### config.mk
export PLATFORM = sky130hd
export DESIGN_NAME = kbpi_top
export DESIGN_NICKNAME = d
export VERILOG_FILES = /design/src/core/kbpi_pkg.sv /design/src/core/kbpi_pin_if.sv /design/src/core/kbpi_pin_mux.sv /design/src/core/kbpi_top.sv
export SDC_FILE = /design/constraint.sdc
export NUM_CORES = 1
export LEC_CHECK = 0
export ABC_AREA = 1
export BUFFER_PORTS_ARGS = -buffer_cell sky130_fd_sc_hd__buf_4
export CAP_MARGIN = 20
export CORE_AREA = 2 2 114 116
export DETAILED_ROUTE_END_ITERATION = 8
export DIE_AREA = 0 0 116 118
export MAX_ROUTING_LAYER = met4
export SYNTH_ARGS = -nofsm -noshare
export SYNTH_HDL_FRONTEND = slang
export SYNTH_HIERARCHICAL = 1
export SYNTH_SLANG_ARGS = --single-unit
export TNS_END_PERCENT = 50
### constraint.sdc
create_clock -name pclk -period 2.8 [get_ports pclk]
set_input_delay 0.42 -clock pclk [delete_from_list [all_inputs] [get_ports pclk]]
set_output_delay 0.42 -clock pclk [all_outputs]
set_load 0.005 [all_outputs]
### src/core/kbpi_pkg.sv
// constants, register map and state types of the keyboard pin interrupt block
// assumes a 32-bit apb bus and eight shared keyboard pins
package kbpi_pkg;
  localparam int unsigned NPIN       = 8;
  localparam int unsigned AW         = 12;
  // register byte offsets
  localparam logic [AW-1:0] OFS_SC   = 12'h000;
  localparam logic [AW-1:0] OFS_PE   = 12'h004;
  localparam logic [AW-1:0] OFS_IST  = 12'h008;
  localparam logic [AW-1:0] OFS_IMSK = 12'h00c;
  // status/control field positions
  localparam int unsigned SC_POL_LO  = 4;
  localparam int unsigned SC_FLAG    = 3;
  localparam int unsigned SC_ACK     = 2;
  localparam int unsigned SC_IE      = 1;
  localparam int unsigned SC_MODE    = 0;
  // polarity exists only on pins 7:4
  localparam logic [7:0]  POL_MASK   = 8'hf0;
  // sticky event bits
  localparam int unsigned NEV        = 2;
  localparam int unsigned EV_EDGE    = 0;
  localparam int unsigned EV_HELD    = 1;
  // reset values
  localparam logic [7:0]  RST_SC     = 8'h00;
  localparam logic [7:0]  RST_PE     = 8'h00;
  localparam logic [1:0]  RST_EV     = 2'h0;

  typedef enum logic [2:0] {KBPI_SEL_SC, KBPI_SEL_PE, KBPI_SEL_IST, KBPI_SEL_IMSK,
                            KBPI_SEL_NONE} kbpi_sel_t;

  typedef struct packed {
    logic [7:0]  pol;
    logic        flag;
    logic        ie;
    logic        mode;
    logic [7:0]  pe;
    logic [1:0]  ist;
    logic [1:0]  imsk;
    logic [7:0]  asrt_prev;
    logic        pready;
    logic        pslverr;
    logic [31:0] prdata;
    logic        kb_irq;
    logic        irq;
    logic        wake;
  } kbpi_state_t;

  typedef struct packed {
    logic [7:0] pad_out;
    logic [7:0] pad_oe;
    logic [7:0] pull_up;
    logic [7:0] pull_down;
    logic [7:0] port_in;
  } kbpi_mux_t;
endpackage

### src/core/kbpi_pin_if.sv
// keyboard configuration toward the pin sharing logic and the usable pin set back
// assumes both ends run on the same clock
interface kbpi_pin_if;
  logic [7:0] pin_enable;
  logic [7:0] polarity;
  logic [7:0] kb_active;
  modport ctrl (output pin_enable, output polarity, input kb_active);
  modport mux (input pin_enable, input polarity, output kb_active);
endinterface

### src/core/kbpi_pin_mux.sv
// pin sharing between port, adc and keyboard: direction, pulls, port read path
// assumes port direction, pullup and adc select arrive synchronous to pclk
module kbpi_pin_mux (
  input  wire logic       pclk,
  input  wire logic       presetn,
  kbpi_pin_if.mux         cfg,
  input  wire logic [7:0] pad_in,
  input  wire logic [7:0] port_direction,
  input  wire logic [7:0] port_pullup_enable,
  input  wire logic [7:0] adc_select,
  input  wire logic [7:0] port_out_data,
  output logic      [7:0] pad_out,
  output logic      [7:0] pad_oe,
  output logic      [7:0] pull_up,
  output logic      [7:0] pull_down,
  output logic      [7:0] port_in_data
);
  kbpi_pkg::kbpi_mux_t st_reg;
  kbpi_pkg::kbpi_mux_t st_next;

  // adc selection takes the pin away from the keyboard
  assign cfg.kb_active = cfg.pin_enable & ~adc_select;

  // per-pin function selection
  always_comb begin
    st_next = st_reg;
    st_next.pad_out = port_out_data;
    st_next.pad_oe = port_direction & ~cfg.pin_enable & ~adc_select;
    st_next.pull_up = port_pullup_enable & ~adc_select
                    & ((~cfg.pin_enable & ~port_direction)
                    | (cfg.pin_enable & ~cfg.polarity));
    st_next.pull_down = port_pullup_enable & ~adc_select
                      & cfg.pin_enable & cfg.polarity;
    st_next.port_in = pad_in & ~port_direction & ~adc_select;
  end

  always_ff @(posedge pclk or negedge presetn) begin
    if (!presetn) begin
      st_reg <= '0;
    end else begin
      st_reg <= st_next;
    end
  end

  assign pad_out      = st_reg.pad_out;
  assign pad_oe       = st_reg.pad_oe;
  assign pull_up      = st_reg.pull_up;
  assign pull_down    = st_reg.pull_down;
  assign port_in_data = st_reg.port_in;
endmodule

### src/core/kbpi_top.sv
// keyboard pin interrupt: apb registers, edge/level detection, flag, interrupts, wake
// assumes pad inputs synchronous to pclk; port and adc controls come from outside
// Notes on behaviour
// - keyboard pin is always an input
// - port pullup enable still drives pull
// - pin level readable via port when input
// - adc selection disables port, keyboard and pulls
// - pins 3:0 detect only falling/low
// - high polarity with pullup gives pulldown
// - pullup only in the two listed cases
// - polarity bit 0 falling/low, 1 rising/high
// - flag sets on edge at enabled pin
// - acknowledge write clears flag, reads zero
// - level mode holds flag while asserted
// - interrupt request when flag and enable
// - mode bit: 0 edge, 1 edge-and-level
// - pin enable bit makes pin keyboard
// - keyboard event wakes from stop and wait (wake from wait here only with interrupt enable set)
// - edge means two consecutive opposite samples
// - stop mode uses asynchronous level wake
module kbpi_top (
  input  wire logic        pclk,
  input  wire logic        presetn,
  input  wire logic        psel,
  input  wire logic        penable,
  input  wire logic        pwrite,
  input  wire logic [11:0] paddr,
  input  wire logic [31:0] pwdata,
  output logic      [31:0] prdata,
  output logic             pready,
  output logic             pslverr,
  input  wire logic [7:0]  pad_in,
  input  wire logic [7:0]  port_direction,
  input  wire logic [7:0]  port_pullup_enable,
  input  wire logic [7:0]  adc_select,
  input  wire logic [7:0]  port_out_data,
  output logic      [7:0]  pad_out,
  output logic      [7:0]  pad_oe,
  output logic      [7:0]  pull_up,
  output logic      [7:0]  pull_down,
  output logic      [7:0]  port_in_data,
  input  wire logic        stop_mode,
  input  wire logic        wait_mode,
  output logic             kb_irq,
  output logic             irq,
  output logic             wake
);
  kbpi_pkg::kbpi_state_t st_reg;
  kbpi_pkg::kbpi_state_t st_next;
  kbpi_pin_if            pin_cfg ();

  logic [7:0]          pol_eff;
  logic [7:0]          asrt_now;
  logic [7:0]          edge_vec;
  logic                edge_hit;
  logic                level_any;
  logic                acc;
  logic                wr_acc;
  logic                ack_wr;
  kbpi_pkg::kbpi_sel_t sel;
  logic                wake_async;

  // level seen as asserted for the chosen polarity
  function automatic logic [7:0] assert_level(input logic [7:0] lvl, input logic [7:0] pol);
    assert_level = ~(lvl ^ pol);
  endfunction

  // word decode of the apb address
  function automatic kbpi_pkg::kbpi_sel_t reg_sel(input logic [11:0] a);
    case (a)
      kbpi_pkg::OFS_SC:   reg_sel = kbpi_pkg::KBPI_SEL_SC;
      kbpi_pkg::OFS_PE:   reg_sel = kbpi_pkg::KBPI_SEL_PE;
      kbpi_pkg::OFS_IST:  reg_sel = kbpi_pkg::KBPI_SEL_IST;
      kbpi_pkg::OFS_IMSK: reg_sel = kbpi_pkg::KBPI_SEL_IMSK;
      default:            reg_sel = kbpi_pkg::KBPI_SEL_NONE;
    endcase
  endfunction

  // configuration toward the pin sharing logic
  assign pin_cfg.pin_enable = st_reg.pe;
  assign pin_cfg.polarity   = pol_eff;

  kbpi_pin_mux u_mux (
    .pclk               (pclk),
    .presetn            (presetn),
    .cfg                (pin_cfg),
    .pad_in             (pad_in),
    .port_direction     (port_direction),
    .port_pullup_enable (port_pullup_enable),
    .adc_select         (adc_select),
    .port_out_data      (port_out_data),
    .pad_out            (pad_out),
    .pad_oe             (pad_oe),
    .pull_up            (pull_up),
    .pull_down          (pull_down),
    .port_in_data       (port_in_data)
  );

  // detection terms
  always_comb begin
    pol_eff   = st_reg.pol & kbpi_pkg::POL_MASK;
    asrt_now  = assert_level(pad_in, pol_eff) & pin_cfg.kb_active;
    edge_vec  = asrt_now & ~st_reg.asrt_prev;
    edge_hit  = |edge_vec;
    level_any = st_reg.mode & (|asrt_now);
  end

  // bus handshake terms, one wait state per access
  always_comb begin
    sel    = reg_sel(paddr);
    acc    = psel & penable & st_reg.pready;
    wr_acc = acc & pwrite & ~st_reg.pslverr;
    ack_wr = wr_acc & (sel == kbpi_pkg::KBPI_SEL_SC) & pwdata[kbpi_pkg::SC_ACK];
  end

  // next state of the whole block
  always_comb begin
    st_next = st_reg;
    st_next.asrt_prev = asrt_now;
    // bus answer
    st_next.pready  = psel & penable & ~st_reg.pready;
    st_next.pslverr = 1'b0;
    if (psel & penable & ~st_reg.pready) begin
      st_next.pslverr = (sel == kbpi_pkg::KBPI_SEL_NONE);
      st_next.prdata  = 32'h00000000;
      if (!pwrite) begin
        case (sel)
          kbpi_pkg::KBPI_SEL_SC: begin
            st_next.prdata[7:0] = {pol_eff[7:4], st_reg.flag, 1'b0,
                                   st_reg.ie, st_reg.mode};
          end
          kbpi_pkg::KBPI_SEL_PE: begin
            st_next.prdata[7:0] = st_reg.pe;
          end
          kbpi_pkg::KBPI_SEL_IST: begin
            st_next.prdata[1:0] = st_reg.ist;
          end
          kbpi_pkg::KBPI_SEL_IMSK: begin
            st_next.prdata[1:0] = st_reg.imsk;
          end
          default: begin
            st_next.prdata = 32'h00000000;
          end
        endcase
      end
    end
    // register writes
    if (wr_acc) begin
      case (sel)
        kbpi_pkg::KBPI_SEL_SC: begin
          st_next.pol  = pwdata[7:0] & kbpi_pkg::POL_MASK;
          st_next.ie   = pwdata[kbpi_pkg::SC_IE];
          st_next.mode = pwdata[kbpi_pkg::SC_MODE];
        end
        kbpi_pkg::KBPI_SEL_PE: begin
          st_next.pe = pwdata[7:0];
        end
        kbpi_pkg::KBPI_SEL_IST: begin
          st_next.ist = st_reg.ist & ~pwdata[1:0];
        end
        kbpi_pkg::KBPI_SEL_IMSK: begin
          st_next.imsk = pwdata[1:0];
        end
        default: begin
          st_next.imsk = st_reg.imsk;
        end
      endcase
    end
    // flag: set wins over acknowledge
    if (ack_wr) begin
      st_next.flag = 1'b0;
    end
    if (edge_hit | level_any) begin
      st_next.flag = 1'b1;
    end
    // sticky events, set wins over clear
    if (edge_hit) begin
      st_next.ist[kbpi_pkg::EV_EDGE] = 1'b1;
    end
    if (ack_wr & level_any) begin
      st_next.ist[kbpi_pkg::EV_HELD] = 1'b1;
    end
    // request outputs follow the next state
    st_next.kb_irq = st_next.flag & st_next.ie;
    st_next.irq    = |(st_next.ist & st_next.imsk);
    st_next.wake   = st_next.kb_irq & (wait_mode | stop_mode);
  end

  always_ff @(posedge pclk or negedge presetn) begin
    if (!presetn) begin
      st_reg      <= '0;
      st_reg.pol  <= kbpi_pkg::RST_SC;
      st_reg.pe   <= kbpi_pkg::RST_PE;
      st_reg.ist  <= kbpi_pkg::RST_EV;
      st_reg.imsk <= kbpi_pkg::RST_EV;
    end else begin
      st_reg <= st_next;
    end
  end

  // stop mode: clocks halted, so an asserted level wakes without the edge logic
  assign wake_async = stop_mode & (|asrt_now);

  assign prdata  = st_reg.prdata;
  assign pready  = st_reg.pready;
  assign pslverr = st_reg.pslverr;
  assign kb_irq  = st_reg.kb_irq;
  assign irq     = st_reg.irq;
  assign wake    = st_reg.wake | wake_async; // asynchronous path while clock stands
endmodule

==> impl_metrics.env <==
export IMPL_pre_cts_slack_ns=0.7852
export IMPL_r2r_end="pin_cfg.polarity[7]$_DFFE_PN0N_"
export IMPL_cts_buffers=9
export IMPL_grt_pass1_vias=2858
export IMPL_placed_area_um2=4597
export IMPL_cp_startpoint="pin_cfg.pin_enable[0]$_DFFE_PN0P_"
export IMPL_h_tree_depth=3
export IMPL_relSlewSlack_pct=53.15
export IMPL_reg2regPathDepth=6
export IMPL_hold_path_class="in2async"
export IMPL_status="complete, no violations"
export IMPL_path_class="reg2out"
export IMPL_rsz0062_at_grt="false"
export IMPL_drcViolationCount=0
export IMPL_layout_drive_gt1_share_pct=33.33
export IMPL_dieArea_um2=13690
export IMPL_cp_common_cell="nand2_1"
export IMPL_ios=168
export IMPL_crit_chain="inv_1 -> nor2_1 -> nand2_1 -> nand2_1 -> inv_1 -> nand2_1 -> nor2_1 -> nand2_1 -> a21o_1 -> buf_4"
export IMPL_syn_instance_count=413
export IMPL_ctsResizeCount=0
export IMPL_cts_reportedPaths_clkPinSlew_ns=0.06
export IMPL_wl_per_cell_um=11.83
export IMPL_grt_max_degree=81
export IMPL_cp_data_required_time_ns=2.38
export IMPL_critPathCaptureType="primary output"
export IMPL_antenna_found_initial=0
export IMPL_path_max_fanout=4
export IMPL_cp_num_buf_inv=3
export IMPL_postCtsHoldBufs=0
export IMPL_coreArea_um2=12410
export IMPL_drv_cap=0
export IMPL_num_vias=2908
export IMPL_die_w_um=116
export IMPL_tritoncts="yes"
export IMPL_worst_ep_arrival_time_ns=1.74
export IMPL_powerDensity_nw_per_um2=571.2
export IMPL_insertion_delay_ns=0.34
export IMPL_total_power_uw=2849
export IMPL_gp_congestion=0.7739
export IMPL_dp_hpwl_mm=6.480
export IMPL_port_buffers=119
export IMPL_layout_common_cells="buf_4, nand2_1, dfrtp_1, inv_1, nor2_1"
export IMPL_ys_seq_elements=80
export IMPL_path_delay_family="simple AND/OR/NAND/NOR gates"
export IMPL_ir_drop_uv=210.3
export IMPL_syn_area_per_cell_um2=8.804
export IMPL_routed_wl_mm=8.462
export IMPL_track_usage_pct=13.39
export IMPL_viasPerCell=4.067
export IMPL_num_nets_final=629
export IMPL_synth_seq_area_share_pct=55.06
export IMPL_diodes=0
export IMPL_fin_crit_sh_pct=77.19
export IMPL_post_cts_setup_buffer_count=0
export IMPL_ys_types=27
export IMPL_fin_tns_setup_ns=0
export IMPL_setup_viol=0
export IMPL_cts_sinks=80
export IMPL_worst_pin_slew_ns=0.7002
export IMPL_worstSetupStartpointType="flop"
export IMPL_critical_path_slowest_cell="dfrtp_1"
export IMPL_initial_core_util_pct=29.29
export IMPL_max_freq_ghz=0.4627
export IMPL_rrSetupSlack_ns=0.91
export IMPL_drv_slew=0
export IMPL_finalInstanceArea_um2=4987
export IMPL_post_route_min_period_ns=2.161
export IMPL_area_growth_pct=37.16
export IMPL_postRouteAntennaNets=0
export IMPL_cts_buffer_depth=2
export IMPL_first_pass_iters=4
export IMPL_syn_area_um2=3636
export IMPL_mostFrequentLayoutCell="buf_4"
export IMPL_largest_reg_flops=16
export IMPL_multi_input_area_um2=1272
export IMPL_r2r_start="pslverr$_DFF_PN0_"
export IMPL_ff_latch_area_um2=2002
export IMPL_finalHoldViolations=0
export IMPL_fp_row_count=41
export IMPL_p_leak_uw=0.002765
export IMPL_drt_iter0_markers=128
export IMPL_worst_slack_ns=0.6388
export IMPL_skew_ns=0.005460
export IMPL_fillCellCount=1245
export IMPL_gr_total_overflow=0
export IMPL_critPathMaxStageDelay_ns=0.44
export IMPL_cts_root_buffer="clkbuf_16"
export IMPL_grt_pass1_wl_mm=13.58
export IMPL_yosysWarnings=6
export IMPL_die_height_um=118
export IMPL_holdWs_ns=0.04443
## power breakdown
group	total, µW	internal, µW	switching, µW
Clock	1450	986	462
Sequential	1190	1180	8.11
Combinational	212	108	104
Total	2850	2270	575
## cell families after synthesis
group,after synthesis,synth area share (%)
and+or+nand+nor,224,29.32
buffers and inverters,89,12.73
DFF,80,55.06
AOI/OAI and AO/OA,19,2.787
other,1,0.1031
## stage by stage
stage | instances | utilization (%)
2_1_floorplan | 440 | -
3_3_place_gp | 698 | 37.03
3_5_place_dp | 698 | 37.03
4_1_cts | 714 | 40.01
5_1_grt | 715 | 40.17
6_report | 715 | 40.17
## synthesized netlist by cell type
cell type    n  area [µm²]
nand2_1    107       401.6
dfrtp_1     80        2002
inv_1       47       176.4
nor2_1      40       150.1
buf_4       32       240.2
nand2_2     21       131.4
nand3_1     20       100.1
o21ai_0     12       60.06
nor2_2      11       68.82
nor3b_1      8       60.06
inv_2        7       26.28
nand4_1      7       43.79
nand3b_1     4       30.03
o21ai_1      4       20.02
a21o_1       1       7.510
a21oi_1      1       5.000
buf_2        1       5.000
buf_6        1       11.26
clkinv_1     1       3.750
conb_1       1       3.750
nand3_4      1       17.52
nor2_4       1       11.26
nor2_8       1       20.02
nor3_1       1       5.000
nor3_2       1       10.01
nor3_4       1       16.27
o21ai_2      1       8.760
## layer usage
metal | track usage, % | vias up | share of wire (%)
met2 | 20.43 | 101 | 47
met5 | - | - | 0
met3 | 5.252 | 11 | 7.9
li1 | - | 1468 | -
met4 | 4.613 | 0 | 1.3
met1 | 16.11 | 1328 | 43
## worst reg2reg max path, stage by stage (launching register included)
cell and delay (ns):
dfrtp_1 0.38, inv_1 0.05, nand3_1 0.06, nor2_1 0.54, nand3_1 0.33, inv_1 0.30
o21ai_0 0.12
## cell type report
type,instances,area share [%]
multi-input cells,271,25.51
flip-flops and latches,80,40.14
clock buffers,11,4.867
well taps,172,4.315
repair buffers,121,18.46
clock inverters,5,2.559
inverters,55,4.139
## worst max-delay path by stage
stage	end	slack [ns]	cells after the start
after floorplan	wake	1.37	9
after global placement	pin_cfg.polarity[7]$_DFFE_PN0N_	0.85	6
after detailed placement	pin_cfg.polarity[7]$_DFFE_PN0N_	0.79	6
after CTS	wake	0.60	10
after global routing	wake	0.47	10
final	wake	0.64	10
Power figures use the tool's default switching activity.
